## src/core/bus_event_pkg.sv

```systemverilog
// Constants, field layouts and carrier types for the bus data activity counter
package bus_event_pkg;

    // ------------------------------------------------------------------
    // APB register byte addresses
    // ------------------------------------------------------------------
    localparam logic [11:0] SEL_A_ADDR = 12'h000;
    localparam logic [11:0] SEL_B_ADDR = 12'h004;
    localparam logic [11:0] CTRL_ADDR = 12'h008;
    localparam logic [11:0] STATUS_ADDR = 12'h00C;
    localparam logic [11:0] CNT_BASE_ADDR = 12'h010;

    // ------------------------------------------------------------------
    // Selector fields
    // ------------------------------------------------------------------
    localparam int EVSEL_HI = 31;
    localparam int EVSEL_LO = 25;
    localparam int MASK_HI = 24;
    localparam int MASK_LO = 9;
    localparam logic [31:0] SEL_WMASK = 32'hFFFF_FE00;
    localparam logic [31:0] SEL_RESET = 32'h0000_0000;
    localparam logic [6:0] EV_DATA_ACTIVITY = 7'h17;
    localparam logic [6:0] EV_QUEUE_ALLOC = 7'h03;

    // Mask bit positions inside the 16-bit mask
    localparam int MB_SELF_DRIVEN = 0;
    localparam int MB_SELF_SAMPLED = 1;
    localparam int MB_NOT_SAMPLED = 2;
    localparam int MB_REQ_HI = 4;
    localparam int MB_ANY_READ = 5;
    localparam int MB_ANY_WRITE = 6;
    localparam int MB_MEM_LO = 7;
    localparam int MB_OWN_AGENT = 13;
    localparam int MB_OTHER_AGENT = 14;

    // ------------------------------------------------------------------
    // Model split, allocation sizes, resets, synchroniser
    // ------------------------------------------------------------------
    localparam logic [3:0] MODEL_SPLIT = 4'h2;
    localparam logic [7:0] LINE_BYTES = 8'h40;
    localparam logic [7:0] CHUNK_BYTES = 8'h08;
    localparam logic [3:0] CTRL_RESET = 4'h0;
    localparam logic [31:0] CNT_RESET = 32'h0000_0000;
    localparam int SYNC_STAGES = 3;

    // Bus pins as seen by the processor
    typedef struct packed {
        logic ready;
        logic busy;
        logic drive;
        logic sample;
    } bus_pins_t;

    // Queue allocation report from the bus queue logic
    typedef struct packed {
        logic valid;
        logic [4:0] req_type;
        logic is_read;
        logic is_write;
        logic [2:0] mem_type;
        logic self_agent;
        logic full_line;
    } alloc_t;

endpackage

```

## src/core/event_qualifier.sv

```systemverilog
// Per-selector event qualification for the bus data activity counter
`timescale 1ns/1ps
`default_nettype none

module event_qualifier #(
    parameter logic [3:0] MODEL = 4'h2
) (
    input wire logic sys_clk_i,
    input wire logic sys_rst_i,
    input wire logic ce_i,
    input wire logic [31:0] sel_i,
    input wire bus_event_pkg::bus_pins_t pins_i,
    input wire bus_event_pkg::alloc_t alloc_i,
    output logic hit_o,
    output logic [7:0] size_o
);
    // ------------------------------------------------------------------
    // Field decode
    // ------------------------------------------------------------------
    wire logic [6:0] evsel = sel_i[bus_event_pkg::EVSEL_HI:bus_event_pkg::EVSEL_LO];
    wire logic [15:0] mask = sel_i[bus_event_pkg::MASK_HI:bus_event_pkg::MASK_LO];
    wire logic is_data = (evsel == bus_event_pkg::EV_DATA_ACTIVITY);
    wire logic is_alloc = (evsel == bus_event_pkg::EV_QUEUE_ALLOC);

    // Data-ready sub-events; each holds for as long as the bus shows it
    wire logic self_driven = pins_i.ready & pins_i.drive;
    wire logic self_sampled = pins_i.ready & pins_i.sample;
    wire logic not_sampled = pins_i.ready & ~pins_i.sample;
    wire logic data_hit = is_data & (
        (mask[bus_event_pkg::MB_SELF_DRIVEN] & self_driven) |
        (mask[bus_event_pkg::MB_SELF_SAMPLED] & self_sampled) |
        (mask[bus_event_pkg::MB_NOT_SAMPLED] & not_sampled));

    // Queue allocation terms; privilege never gates these
    wire logic req_m = (mask[bus_event_pkg::MB_REQ_HI:0] == alloc_i.req_type);
    wire logic rd_m = mask[bus_event_pkg::MB_ANY_READ] & alloc_i.is_read;
    wire logic wr_m = mask[bus_event_pkg::MB_ANY_WRITE] & alloc_i.is_write;
    wire logic any_rw = mask[bus_event_pkg::MB_ANY_READ] |
        mask[bus_event_pkg::MB_ANY_WRITE];
    wire logic mem_m = mask[bus_event_pkg::MB_MEM_LO +
        32'(alloc_i.mem_type)];
    wire logic src_m = (mask[bus_event_pkg::MB_OWN_AGENT] & alloc_i.self_agent) |
        (mask[bus_event_pkg::MB_OTHER_AGENT] & ~alloc_i.self_agent);
    wire logic new_hit = req_m & (rd_m | wr_m) & mem_m & src_m;
    wire logic old_hit = src_m & (req_m | rd_m | wr_m |
        (mem_m & ~any_rw));
    wire logic new_model = (MODEL >= bus_event_pkg::MODEL_SPLIT);
    wire logic alloc_hit = is_alloc & alloc_i.valid &
        (new_model ? new_hit : old_hit);
    wire logic [7:0] alloc_size = alloc_i.full_line ?
        bus_event_pkg::LINE_BYTES : bus_event_pkg::CHUNK_BYTES;

    // Registered so the counter sees one clean pulse per qualifying cycle
    always_ff @(posedge sys_clk_i) begin
        if (sys_rst_i) begin
            hit_o <= 1'b0;
            size_o <= 8'h00;
        end else if (ce_i) begin
            hit_o <= data_hit | alloc_hit;
            if (alloc_hit) begin
                size_o <= alloc_size;
            end
        end
    end

    // ------------------------------------------------------------------
    // Assertions
    // ------------------------------------------------------------------
    a_self_driven_hit: assert property (@(posedge sys_clk_i)
        disable iff (sys_rst_i) ce_i && is_data &&
        mask[bus_event_pkg::MB_SELF_DRIVEN] && self_driven |=> hit_o)
        else $error("self driven ready not counted");
    a_no_sel_no_hit: assert property (@(posedge sys_clk_i)
        disable iff (sys_rst_i) ce_i && !is_data && !is_alloc |=> !hit_o)
        else $error("hit without a selected event");
    a_old_model_mem: assert property (@(posedge sys_clk_i)
        disable iff (sys_rst_i) ce_i && !new_model && is_alloc &&
        alloc_i.valid && src_m && any_rw && !req_m && !rd_m && !wr_m
        |=> !hit_o)
        else $error("memory type counted despite any read or write");
    a_alloc_size: assert property (@(posedge sys_clk_i)
        disable iff (sys_rst_i) ce_i && alloc_hit
        |=> size_o == ($past(alloc_i.full_line) ?
            bus_event_pkg::LINE_BYTES : bus_event_pkg::CHUNK_BYTES))
        else $error("allocation size does not match the entry kind");
    c_alloc_counted: cover property (@(posedge sys_clk_i)
        disable iff (sys_rst_i) ce_i && alloc_hit);
endmodule // event_qualifier

`default_nettype wire

```

## src/core/bus_activity_counter.sv

```systemverilog
// APB-mapped bus data activity event counters with two bus selectors
//
// Design decisions made here: the register offsets and the APB register port.
`timescale 1ns/1ps
`default_nettype none

module bus_activity_counter #(
    parameter int CNT_W = 32,
    parameter logic [3:0] MODEL = 4'h2
) (
    input wire logic sys_clk_i,
    input wire logic sys_rst_i,
    input wire logic ce_i,
    // APB slave
    input wire logic psel_i,
    input wire logic penable_i,
    input wire logic pwrite_i,
    input wire logic [11:0] paddr_i,
    input wire logic [31:0] pwdata_i,
    output logic [31:0] prdata_o,
    output logic pready_o,
    output logic pslverr_o,
    // Shared system bus pins, asynchronous to this clock
    input wire logic data_ready_strobe_i,
    input wire logic data_busy_strobe_i,
    input wire logic bus_drive_i,
    input wire logic bus_sample_i,
    // Queue allocation report, same clock
    input wire bus_event_pkg::alloc_t alloc_i,
    // Per-selector qualified event pulses
    output logic [1:0] event_hit_o
);
    localparam int NPIN = $bits(bus_event_pkg::bus_pins_t);

    // ------------------------------------------------------------------
    // Pin synchronisers: three flops, value moves when stage 2 and 3 agree
    // ------------------------------------------------------------------
    logic [NPIN-1:0] pin_raw;
    logic [NPIN-1:0] sync1_q;
    logic [NPIN-1:0] sync2_q;
    logic [NPIN-1:0] sync3_q;
    bus_event_pkg::bus_pins_t pins_q;

    assign pin_raw = {data_ready_strobe_i, data_busy_strobe_i,
        bus_drive_i, bus_sample_i};

    genvar gp;
    generate
        for (gp = 0; gp < NPIN; gp++) begin : g_pin
            // Stage 1 feeds only stage 2, so metastability stays contained
            always_ff @(posedge sys_clk_i) begin
                if (sys_rst_i) begin
                    sync1_q[gp] <= 1'b0;
                    sync2_q[gp] <= 1'b0;
                    sync3_q[gp] <= 1'b0;
                    pins_q[gp] <= 1'b0;
                end else if (ce_i) begin
                    sync1_q[gp] <= pin_raw[gp];
                    sync2_q[gp] <= sync1_q[gp];
                    sync3_q[gp] <= sync2_q[gp];
                    if (sync2_q[gp] == sync3_q[gp]) begin
                        pins_q[gp] <= sync3_q[gp];
                    end
                end
            end
        end
    endgenerate

    // ------------------------------------------------------------------
    // Register state
    // ------------------------------------------------------------------
    logic [31:0] sel_q [2];
    logic [CNT_W-1:0] cnt_q [4];
    logic [3:0] cnt_en_q;
    logic [1:0] hit;
    logic [7:0] size [2];
    logic pready_q;
    logic pslverr_q;
    logic [31:0] prdata_q;
    logic [1:0] event_hit_q;

    // ------------------------------------------------------------------
    // Qualifiers: only the two bus selectors carry the event
    // ------------------------------------------------------------------
    genvar gs;
    generate
        for (gs = 0; gs < 2; gs++) begin : g_sel
            event_qualifier #(
                .MODEL(MODEL)
            ) u_qual (
                .sys_clk_i(sys_clk_i),
                .sys_rst_i(sys_rst_i),
                .ce_i(ce_i),
                .sel_i(sel_q[gs]),
                .pins_i(pins_q),
                .alloc_i(alloc_i),
                .hit_o(hit[gs]),
                .size_o(size[gs])
            );
        end
    endgenerate

    // ------------------------------------------------------------------
    // APB decode
    // ------------------------------------------------------------------
    wire logic access = psel_i & penable_i;
    wire logic done = access & pready_q;
    wire logic wr_done = done & pwrite_i;
    wire logic hit_sel_a = (paddr_i == bus_event_pkg::SEL_A_ADDR);
    wire logic hit_sel_b = (paddr_i == bus_event_pkg::SEL_B_ADDR);
    wire logic hit_ctrl = (paddr_i == bus_event_pkg::CTRL_ADDR);
    wire logic hit_status = (paddr_i == bus_event_pkg::STATUS_ADDR);
    wire logic [11:0] cnt_off = paddr_i - bus_event_pkg::CNT_BASE_ADDR;
    wire logic hit_cnt = (paddr_i >= bus_event_pkg::CNT_BASE_ADDR) &&
        (cnt_off < 12'h010) && (paddr_i[1:0] == 2'b00);
    wire logic [1:0] cnt_idx = cnt_off[3:2];
    wire logic mapped = hit_sel_a | hit_sel_b | hit_ctrl | hit_status |
        hit_cnt;
    wire logic [31:0] status_word = {8'h00, size[1], size[0],
        MODEL, pins_q};
    wire logic [31:0] cnt_word = 32'(cnt_q[cnt_idx]);
    logic [31:0] rd_word;

    // Read mux as a priority chain; unmapped reads as zero
    always_comb begin
        if (hit_sel_a) begin
            rd_word = sel_q[0];
        end else if (hit_sel_b) begin
            rd_word = sel_q[1];
        end else if (hit_ctrl) begin
            rd_word = {28'h000_0000, cnt_en_q};
        end else if (hit_status) begin
            rd_word = status_word;
        end else if (hit_cnt) begin
            rd_word = cnt_word;
        end else begin
            rd_word = 32'h0000_0000;
        end
    end

    // One wait state: ready rises after the first access cycle, data latched
    always_ff @(posedge sys_clk_i) begin
        if (sys_rst_i) begin
            pready_q <= 1'b0;
            pslverr_q <= 1'b0;
            prdata_q <= 32'h0000_0000;
        end else if (ce_i) begin
            pready_q <= access & ~pready_q;
            pslverr_q <= access & ~pready_q & ~mapped;
            prdata_q <= (access & ~pready_q & ~pwrite_i) ?
                rd_word : 32'h0000_0000;
        end
    end

    // Selectors keep only event select and mask; other bits read zero
    always_ff @(posedge sys_clk_i) begin
        if (sys_rst_i) begin
            sel_q[0] <= bus_event_pkg::SEL_RESET;
            sel_q[1] <= bus_event_pkg::SEL_RESET;
            cnt_en_q <= bus_event_pkg::CTRL_RESET;
        end else if (ce_i && wr_done) begin
            if (hit_sel_a) begin
                sel_q[0] <= pwdata_i & bus_event_pkg::SEL_WMASK;
            end else if (hit_sel_b) begin
                sel_q[1] <= pwdata_i & bus_event_pkg::SEL_WMASK;
            end else if (hit_ctrl) begin
                cnt_en_q <= pwdata_i[3:0];
            end
        end
    end

    // ------------------------------------------------------------------
    // Counters: 0 and 1 follow selector A, 2 and 3 follow selector B
    // ------------------------------------------------------------------
    genvar gc;
    generate
        for (gc = 0; gc < 4; gc++) begin : g_cnt
            wire logic cnt_wr = wr_done & hit_cnt & (cnt_idx == 2'(gc));
            wire logic cnt_inc = cnt_en_q[gc] & hit[gc / 2];
            // A software write wins over a same-cycle increment
            always_ff @(posedge sys_clk_i) begin
                if (sys_rst_i) begin
                    cnt_q[gc] <= CNT_W'(bus_event_pkg::CNT_RESET);
                end else if (ce_i) begin
                    if (cnt_wr) begin
                        cnt_q[gc] <= pwdata_i[CNT_W-1:0];
                    end else if (cnt_inc) begin
                        cnt_q[gc] <= cnt_q[gc] + 1'b1;
                    end
                end
            end
        end
    endgenerate

    // Event pulses are re-registered so the outputs come from flops
    always_ff @(posedge sys_clk_i) begin
        if (sys_rst_i) begin
            event_hit_q <= 2'b00;
        end else if (ce_i) begin
            event_hit_q <= hit;
        end
    end

    assign prdata_o = prdata_q;
    assign pready_o = pready_q;
    assign pslverr_o = pslverr_q;
    assign event_hit_o = event_hit_q;

    // ------------------------------------------------------------------
    // Assertions
    // ------------------------------------------------------------------
    a_apb_one_wait: assert property (@(posedge sys_clk_i)
        disable iff (sys_rst_i) ce_i && psel_i && penable_i && !pready_o
        ##1 ce_i && psel_i && penable_i |-> pready_o)
        else $error("APB answer not after one wait state");
    a_cnt0_follows_a: assert property (@(posedge sys_clk_i)
        disable iff (sys_rst_i) ce_i && cnt_en_q[0] && hit[0] &&
        !(wr_done && hit_cnt) |=> cnt_q[0] == $past(cnt_q[0]) + 1'b1)
        else $error("counter 0 missed a selector A event");
    a_cnt2_follows_b: assert property (@(posedge sys_clk_i)
        disable iff (sys_rst_i) ce_i && cnt_en_q[2] && !hit[1] &&
        !(wr_done && hit_cnt) |=> cnt_q[2] == $past(cnt_q[2]))
        else $error("counter 2 moved without a selector B event");
    a_ready_drv_count: assert property (@(posedge sys_clk_i)
        disable iff (sys_rst_i) ce_i && pins_q.ready && pins_q.drive &&
        sel_q[0][31:25] == bus_event_pkg::EV_DATA_ACTIVITY && sel_q[0][9]
        |=> hit[0])
        else $error("self driven ready cycle not qualified");
    a_ready_own_count: assert property (@(posedge sys_clk_i)
        disable iff (sys_rst_i) ce_i && pins_q.ready && pins_q.sample &&
        sel_q[1][31:25] == bus_event_pkg::EV_DATA_ACTIVITY && sel_q[1][10]
        |=> hit[1])
        else $error("self sampled ready cycle not qualified");
    a_ready_other_cnt: assert property (@(posedge sys_clk_i)
        disable iff (sys_rst_i) ce_i && pins_q.ready && !pins_q.sample &&
        sel_q[0][31:25] == bus_event_pkg::EV_DATA_ACTIVITY && sel_q[0][11]
        |=> hit[0])
        else $error("unsampled ready cycle not qualified");
    a_new_model_and: assert property (@(posedge sys_clk_i)
        disable iff (sys_rst_i) ce_i && MODEL >= bus_event_pkg::MODEL_SPLIT &&
        sel_q[0][31:25] == bus_event_pkg::EV_QUEUE_ALLOC &&
        alloc_i.valid && sel_q[0][13:9] != alloc_i.req_type
        |=> !hit[0])
        else $error("allocation counted without request type match");
    a_old_model_src: assert property (@(posedge sys_clk_i)
        disable iff (sys_rst_i) ce_i && MODEL < bus_event_pkg::MODEL_SPLIT &&
        sel_q[0][31:25] == bus_event_pkg::EV_QUEUE_ALLOC && alloc_i.valid &&
        sel_q[0][13:9] == alloc_i.req_type &&
        (sel_q[0][22] && alloc_i.self_agent) |=> hit[0])
        else $error("old model allocation with match not counted");
    // Checked per pin: one pin may settle while another still toggles
    a_pin_filter: assert property (@(posedge sys_clk_i)
        disable iff (sys_rst_i) ce_i
        |=> ((($past(sync2_q) ^ $past(sync3_q)) &
            (pins_q ^ $past(pins_q))) == '0))
        else $error("filtered pin moved while its stages disagree");
    c_data_count: cover property (@(posedge sys_clk_i)
        disable iff (sys_rst_i) cnt_en_q[0] && hit[0] ##1 hit[0]);
    c_sel_b_count: cover property (@(posedge sys_clk_i)
        disable iff (sys_rst_i) cnt_en_q[3] && hit[1]);
    c_apb_write: cover property (@(posedge sys_clk_i)
        disable iff (sys_rst_i) wr_done && hit_sel_a);
    c_unmapped: cover property (@(posedge sys_clk_i)
        disable iff (sys_rst_i) pslverr_o);
endmodule // bus_activity_counter

`default_nettype wire

```

## config.mk

```make
export PLATFORM = sky130hd
export DESIGN_NAME = bus_activity_counter
export DESIGN_NICKNAME = d
export VERILOG_FILES = /design/src/core/bus_event_pkg.sv /design/src/core/event_qualifier.sv /design/src/core/bus_activity_counter.sv
export SDC_FILE = /design/constraint.sdc
export NUM_CORES = 1
export LEC_CHECK = 0
export BUFFER_PORTS_ARGS = -buffer_cell sky130_fd_sc_hd__clkbuf_2
export CAP_MARGIN = 20
export CORE_UTILIZATION = 30
export DETAILED_ROUTE_END_ITERATION = 6
export GPL_TIMING_DRIVEN = 0
export PLACE_DENSITY = 0.55
export SKIP_CTS_REPAIR_TIMING = 1
export SYNTH_ARGS = -nofsm -noshare
export SYNTH_HDL_FRONTEND = slang
export SYNTH_SLANG_ARGS = --single-unit
```

## constraint.sdc

```tcl
create_clock -name sys_clk_i -period 5.85 [get_ports sys_clk_i]
set_input_delay 0.8775 -clock sys_clk_i [delete_from_list [all_inputs] [get_ports sys_clk_i]]
set_output_delay 0.8775 -clock sys_clk_i [all_outputs]
set_load 0.05 [all_outputs]
```

* After elaboration in Yosys (flattened, before gate mapping)
Memories as Yosys holds them, arrays and structs flattened. Index checks and enable logic that the tools add are counted.
Cells by class: div/mod/pow operators 0, multipliers 0, order comparisons 3, equality and inequality tests 16, shift-type cells 0, multiplexer cells 68, $add $sub $neg 6, bitwise operators 75, reduce and logical (&&, ||, !) cells 13
Operator list (number):
- $mux 32 | 14
- $add 32x1->32 const B | 4
- $mux 1 | 49
- $mux 23 | 2
- $and 1x1->1 | 44
- $lt 32x5->1 const B | 1
- $eq 12x4->1 const B | 2
- $or 1x1->1 | 24
- $eq 7x2->1 const B | 2
- $eq 7x5->1 const B | 2
- $eq 12x3->1 const B | 1
- $ge 12x5->1 const B | 1
- $logic_not 12->1 | 1
- $lt 12x5->1 const B | 1
- $reduce_and 2->1 | 6
- $sub 12x5->12 const B | 1
- $eq 5x5->1 | 2
- $bmux 1 s4 | 2
- $mux 7 | 1
- $not 1->1 | 7
- $add 3x3->4 const A | 1
- $eq 1x1->1 | 4
- $eq 2x2->1 const B | 2
- $logic_not 2->1 | 2
- 3 further kinds | 5
Storage, ports and cells: bits in registers 74, input port bits 67, bits in writable memories 174, bits in latches 0, memories kept 2, output and inout port bits 36, memory bits (read-only) 0
Memories:
- cnt_q | depth 4, width 32, read ports 5, clocked after Yosys merged registers in 0, wr ports 4, line bus_activity_counter.sv:73 | logic [CNT_W-1:0] cnt_q [4];
- sel_q | depth 2, width 23, read ports 2, clocked after Yosys merged registers in 0, wr ports 2, line bus_activity_counter.sv:72 | logic [31:0] sel_q [2];

* Logic depth before layout (Yosys ltp)
Gate-level depths: netlist of run 1.
depth after elaboration 12, gate-level depth with buffers 9

* Modules after synthesis
From an unflattened synthesis of run 1, not the netlist that was laid out.
Second synthesis, totals: cells, all modules 1333, area, all modules 13927.1 µm²
By module, submodules not included:
- bus_activity_counter | seq. area each 6346.1 µm², instances 1, area an instance 12816.0 µm², cells each 1219
- event_qualifier | seq. area each 60.1 µm², instances 2, area an instance 555.5 µm², cells each 57

* Least setup slack after synthesis of run 1
OpenSTA, ideal clock, no wires.
kind input to register, from in paddr_i[11], to mem cnt_q[0][0] (enable), required time 5317 ps, stages 5, setup slack -331 ps, arrival 5648 ps, library setup time 533 ps, cell sequence nor4_4 > nand2_1 > buf_2 > or2_2 > o311ai_0
RTL lines:
- from (decl) | line bus_activity_counter.sv:18 | input wire logic [11:0] paddr_i,
- to (decl) | line bus_activity_counter.sv:73

==> impl_results.md, run 1 <==
* Setup CP Type: input pin to flop
* Largest net degree at the start of global routing at 18
* Worst-Margin Slew at 1030 ps
* Max Fclk at 240 MHz
* Internal power at about 2900 uW
* Crit. End Element: flop
* Final Skew at 8.53 ps
* GR Overflow Total at 0
* Crit path from: paddr_i[2]
* Design Area, Final at between 15000 and 20000 um2
* Initial antenna violation count at 0
* RePlAce Congestion at 0.915
* CP max stage cell: o311ai_2
* Seq pwr share at 0.499
* Pre-CTS setup slack at 1210 ps
* Clock latency at the later pin of the worst-skew pair at about 540 ps
* Worst hold margin at 461 ps
* Synth cell types at 56
* Syn Nets at roughly 1300
* Fin. max-slew vios at 0
* IO Count at 103
* Die area at 45200 um2
* Max Fanout on Critical Path at 10
* Die Y at 213 um
* Detailed Route WL at 44400 um
* Ant. Diodes at 0
* Final Hold Violating Endpoints at 0
* Status: completed
* H-tree depth at 1
* Area delta synth->final at 16.8%
* Row count at 76
* CP Cell Sequence: clkbuf_2, buf_4, buf_2, buf_4, nand2_1, o311ai_2, buf_2, o211ai_1, buf_6, buf_4, buf_6
* Flops & latches, synth at ~240
* Power Density at 244 nW/um2
* DRT Pass-1 Iters at 5
* CP arrival at between 4000 and 5000 ps
* Final Worst Setup Slack at 1690 ps
* Tcrit/Tclk final at 0.711
* CP Buf/Inv Count at 8
* Clock tree from TritonCTS: built
* Area leader, netlist: edfxtp_1
* CP most frequent cell: buf_4
* Critical R2R Launch: pready_o
* Vias per cell at 5.44
* Port Buf Inserts at 100
* Placeable Area at 43500 um2
* Worst-path clk slew at 60 ps
* Drt wl/cell at 22.2 um
* Synth warnings at 0
* Dominant synthesized flop cell: edfxtp_1
* Drt drc at 0
* Layout cells sized above 1 at 0.163
* Max_cap viols at 0
* Pleak at 0.00506 uW
* Vias in the first global route at 10200
* VDD IR max at between 150 and 200 uV
* Core Util, Final at 0.358
* Clock Root Buffer: clkbuf_16
* Clk network pwr share at 0.426
* Synthesized netlist cell count at 1255
* Total CTS buffers at 27
* Synthesized area at between 10000 and 15000 um2
* Final min period at 4160 ps
* Die outline width at approximately 210 um
* Endpoints failing setup at 0
* Worst Path Required at slightly above 6000 ps
* RSZ-0062 raised after global routing: false
* Post-route antenna net violation count at 0
* Sw power at approximately 930 uW
* Worst Hold Class: flop to flop
* Slowest stage delay, CP at 800 ps
* Maximum clock insertion buffer count at 3
* Post-DP HPWL at approximately 35000 um
* Slew headroom at 0.310
* Placed inst area at about 15000 um2
* Pwr Total at 3790 uW
* CTS Sinks at approximately 240
* Post-synth EDFFs at about 170
* Gr usage total at 0.194
* Initial core utilization at 0.306
* Async SR Flop Fraction at 0
* Drt initial violations at 779
* Switch share at 0.246
* Syn_area_per_cell at 10.6 um2
* Via count at 10900
* First-pass GRT wire length at 65000 um
* Startpoint types: input pin
* Top cell type's share of synthesized area at 0.393
* Crit path max-delay family: buffers and inverters
* Logic pwr share at 0.075
* Seq/Total Area, Yosys at 0.486
* Hold Path Origin: prdata_o[18]
* Area contributors post-synth: edfxtp_1, dfxtp_1, mux4_2, xnor2_1, nand2_1
* Layout net count at 1467
-- layer usage --
layer / global-route usage / share of wire / wire length [um]
met1: 0.264 / 0.43 / 19300
met2: 0.325 / 0.48 / 21200
met3: 0.0217 / 0.067 / 2990
met4: 0.0543 / 0.022 / 993
met5: 0 / 0 / 0
-- cell families after synthesis --
kind of cell    count (synthesis)  synth area share
buf+inv                        97            0.0293
xor+xnor                      130            0.0856
fa+ha+maj                       5           0.00470
flops                         236             0.486
simple gates                  470             0.184
mux                            62            0.0828
compound gates                255             0.128
-- layout make-up --
class	count	area [um2]
plain buffers	73	300
clock buffers	37	768
inverters	24	90.1
multi-input cells	922	6490
clock inverters	11	62.6
well taps	585	732
fillers	4316	27900
flip-flops and latches	236	6470
repair buffers	111	634
-- worst reg2reg max path, cell delays in order, from the launching register on --
cell and delay (ps):
dfxtp_1 360, and4_1 310, nand2_1 120, o311ai_1 640
buf_2 300, clkbuf_1 480, o211ai_1 480, buf_6 290
buf_4 190
-- synth_stat cells, types with 4 or more instances --
master       n
o2bb2ai_1   45
clkbuf_1    50
and4_1      21
o21ai_1     13
a22o_1      38
xnor2_1     94
ha_1         5
nand4_1     31
a21o_1       4
mux4_2      38
buf_1        6
and3_1       9
nand2_1    142
or2_2        4
nand3_1     55
nor2_1      80
edfxtp_1   174
and2_1      27
or4_1       16
mux2_2       5
inv_1       24
or3_1        6
xor2_1      36
mux2i_1     19
o21ai_0     74
o221ai_1     4
nor4_1      33
a21oi_1     49
dfxtp_1     62
a22oi_1     17
buf_2       14
nor3_1      23
-- metrics by stage --
| step | instances | setup TNS (ps) |
|---|---|---|
| 2_1_floorplan | 1255 | 0 |
| 5_1_grt | 1999 | 0 |
| 3_5_place_dp | 1951 | 0 |
| 4_1_cts | 1999 | 0 |
| 6_report | 1999 | 0 |
| 3_3_place_gp | 1940 | -49640 |
-- path summary, 6_finish.rpt --
kind / endpoint / depth (start not counted) / slack, ps
max: cnt_q[3][29] / 11 / 1690
min reg2reg: prdata_o[18] / 2 / 460
max reg2reg: cnt_q[2][29] / 8 / 2400
min: prdata_o[18] / 2 / 460
-- flip-flops by register name, indices dropped and copies added (netlist names), 2 cells and up --
register,count
sync3_q,4
pins_q,4
prdata_o,32
g_sel.u_qual.hit_o,2
cnt_q,128
event_hit_o,2
sync1_q,4
sync2_q,4
cnt_en_q,4
sel_q,46
g_sel.u_qual.size_o,4
-- power groups by stage --
stage | clock network (uW) | registers [uW] | logic (uW)
after floorplan | 0 | 1910 | 153
after global placement | 0 | 1930 | 270
after detailed placement | 0 | 1920 | 284
after CTS | 1650 | 1890 | 286
after global routing | 1700 | 1900 | 305
final | 1620 | 1890 | 285
-- placed cells by master (no fill, tap or decap), types with 13 or more instances in the layout --
cell type / count
o2bb2ai_1: 45
nor3_1: 23
clkbuf_2: 101
nor2_1: 80
and4_1: 21
inv_1: 24
nand3_1: 55
dfxtp_1: 62
o21ai_0: 71
mux4_2: 38
mux2i_1: 19
xor2_1: 36
clkbuf_16: 28
a22o_1: 38
and2_1: 27
nand2_1: 142
edfxtp_1: 174
nor4_1: 33
a22oi_1: 17
buf_2: 15
o21ai_1: 13
clkbuf_1: 55
a21oi_1: 49
or4_1: 16
xnor2_1: 94
nand4_1: 31
No activity file was read; power rests on OpenSTA's default activity.
==> inputs of run 2 (changes only) <==
--- a/config.mk
+++ b/config.mk
@@ -10,7 +10,7 @@
 export CORE_UTILIZATION = 30
 export DETAILED_ROUTE_END_ITERATION = 6
 export GPL_TIMING_DRIVEN = 0
-export PLACE_DENSITY = 0.55
+export PLACE_DENSITY = 0.54
 export SKIP_CTS_REPAIR_TIMING = 1
 export SYNTH_ARGS = -nofsm -noshare
 export SYNTH_HDL_FRONTEND = slang
==> constraint.sdc (replaced) <==
create_clock -name sys_clk_i -period 4.2 [get_ports sys_clk_i]
set_input_delay 0.63 -clock sys_clk_i [delete_from_list [all_inputs] [get_ports sys_clk_i]]
set_output_delay 0.63 -clock sys_clk_i [all_outputs]
set_load 0.05 [all_outputs]
==> impl_results.md, run 2 (synthesized netlist as in run 1, its figures left out) <==
* IO Count at 103 (unchanged)
* CP most frequent cell: buf_4 (unchanged)
* Clock latency at the later pin of the worst-skew pair at 550 ps (was 540 ps)
* RSZ-0062 raised after global routing: false (unchanged)
* Total CTS buffers at 27 (unchanged)
* Row count at 76 (unchanged)
* Final min period at slightly below 4000 ps
* Layout net count at 1467 (unchanged)
* CP Cell Sequence: clkbuf_2, nor4_4, nand2_1, o311ai_1, buf_2, clkbuf_1, o211ai_1, buf_4, buf_4 (was clkbuf_2, buf_4, buf_2, buf_4, nand2_1, o311ai_2, buf_2, o211ai_1, buf_6, buf_4, buf_6)
* Power Density at 345 nW/um2 (was 244 nW/um2)
* CP arrival at 4210 ps (was 4460 ps)
* Pre-CTS setup slack at -118 ps (was 1210 ps)
* Maximum clock insertion buffer count at 3 (unchanged)
* Drt wl/cell at 22.2 um (about the same)
* Crit. End Element: flop (unchanged)
* Status: completed (unchanged)
* Most frequent cells in the layout: edfxtp_1, nand2_1, clkbuf_2 (unchanged)
* Register bank with the most flops: cnt_q (unchanged)
* Fin. max-slew vios at 0 (unchanged)
* Detailed Route WL at 44300 um (was 44400 um)
* H-tree depth at 1 (unchanged)
* First-pass GRT wire length at 65300 um (was 65000 um)
* DRT Pass-1 Iters at 5 (unchanged)
* Post-route antenna net violation count at 0 (unchanged)
* Slew headroom at 0.295 (was 0.310)
* Max reg flops at 128 (unchanged)
* Ant. Diodes at 0 (unchanged)
* GR Overflow Total at 0 (unchanged)
* Initial antenna violation count at 0 (unchanged)
* Worst-Margin Slew at 1050 ps (was 1030 ps)
* Max Fclk at approximately 260 MHz
* Worst-path clk slew at 60 ps (about the same)
* CTS Sinks at 236 (unchanged)
* Worst Hold Class: input pin to flop (was flop to flop)
* VDD IR max at 337 uV (was 184 uV)
* Port Buf Inserts at 100 (unchanged)
* Layout cells sized above 1 at 0.161 (was 0.163)
* Die Y at 213 um (unchanged)
* Largest net degree at the start of global routing at 19 (was 18)
* Tcrit/Tclk final at 0.933
* RePlAce Congestion at 0.962 (was 0.915)
* Clock tree from TritonCTS: built (unchanged)
* Drt initial violations at 875 (was 779)
* Placeable Area at 43500 um2 (unchanged)
* Initial core utilization at 0.306 (unchanged)
* Pleak at 0.00509 uW (was 0.00506 uW)
* CP Buf/Inv Count at 5 (was 8)
* Final Worst Setup Slack at 282 ps (was 1690 ps)
* Vias in the first global route at 10300 (was 10200)
* Final Skew at 16.3 ps (was 8.53 ps)
* Reg area at 6470 um2 (unchanged)
* Max_cap viols at 0 (unchanged)
* Area delta synth->final at 17.3% (was 16.8%)
* Commonest non-fill, non-tap cell in the layout: edfxtp_1 (unchanged)
* Crit path max-delay family: buffers and inverters (unchanged)
* Gr usage total at 0.195 (was 0.194)
* Vias per cell at 5.46 (was 5.44)
* Via count at 10900 (about the same)
* Drt drc at 0 (unchanged)
* Endpoints failing setup at 0 (unchanged)
* Post-DP HPWL at 34900 um (was 35000 um)
* Die outline width at 213 um (unchanged)
* Worst Path Required at 4500 ps (was 6150 ps)
* Setup CP Type: input pin to flop (unchanged)
* Area of the multi-input gates at 6490 um2 (unchanged)
* Die area at 45200 um2 (unchanged)
* Max Fanout on Critical Path at 10 (unchanged)
* Slowest stage delay, CP at 850 ps (was 800 ps)
* CP max stage cell: o311ai_1 (was o311ai_2)
* Clock Root Buffer: clkbuf_16 (unchanged)
* Final Hold Violating Endpoints at 0 (unchanged)
* TNS Setup at 0 ps (unchanged)
* Startpoint types: input pin (unchanged)
* Fillers at 4414 (was 4316)
run 2: cell types whose count changed in the layout (fill, tap and decap cells not counted):
| cell | delta |
|---|---|
| clkbuf_1 | +1 |
| clkinv_1 | +3 |
| bufinv_16 | +1 |
| buf_4 | +1 |
| clkinv_2 | -3 |
| buf_6 | -1 |
| clkinvlp_2 | -1 |
| clkinvlp_4 | -1 |
| buf_16 | +2 |
| buf_8 | -2 |
| clkbuf_16 | +1 |
run 2: report_power, final:
group	switching, uW	internal [uW]
clock	978	1370
sequential	77.7	2560
combinational	246	154
run 2: area by class of cell:
type | instances | area share
Multi-Input combinational cell | 922 | 0.416
Buffer | 73 | 0.0192
Sequential cell | 236 | 0.414
Inverter | 24 | 0.00577
Clock inverter | 10 | 0.00489
Tap cell | 585 | 0.0469
Timing Repair Buffer | 111 | 0.0420
Clock buffer | 39 | 0.0511
run 2: worst register-to-register path: cells and delay by family (launching register included):
family                 cells  cell delay (ps)
buffers and inverters      4             1370
DFF                        1              400
and+or+nand+nor            2              400
AOI/OAI and AO/OA          2             1370
run 2: final timing paths:
check	startpoint	to	slack [ps]	cells after the start
worst max-delay path	paddr_i[11]	cnt_q[2][29]	280	9
worst min-delay path	bus_sample_i	sync1_q[0]	330	3
worst max register to register	pready_o	cnt_q[2][29]	430	8
worst min register to register	prdata_o[11]	prdata_o[11]	460	2
run 2: metrics by stage:
stage	cell area [um2]	hold slack (ps)	util	instances	power, uW
final	15600	333	0.359	2000	5390
after detailed placement	14700	450	0.339	1951	3080
after CTS	15600	319	0.359	2000	5430
after global placement	14500	447	0.335	1940	3060
after floorplan	13300	436	-	1255	2870
after global routing	15600	346	0.359	2000	5540
run 2: routing by layer:
layer | vias up | GRT usage | wire, um | part of all wire
li1 | 5047 | - | - | -
met1 | 5338 | 0.269 | 19400 | 0.44
met2 | 475 | 0.322 | 20700 | 0.47
met3 | 56 | 0.0195 | 3120 | 0.070
met4 | 0 | 0.0600 | 1130 | 0.026
met5 | - | 0 | 0 | 0
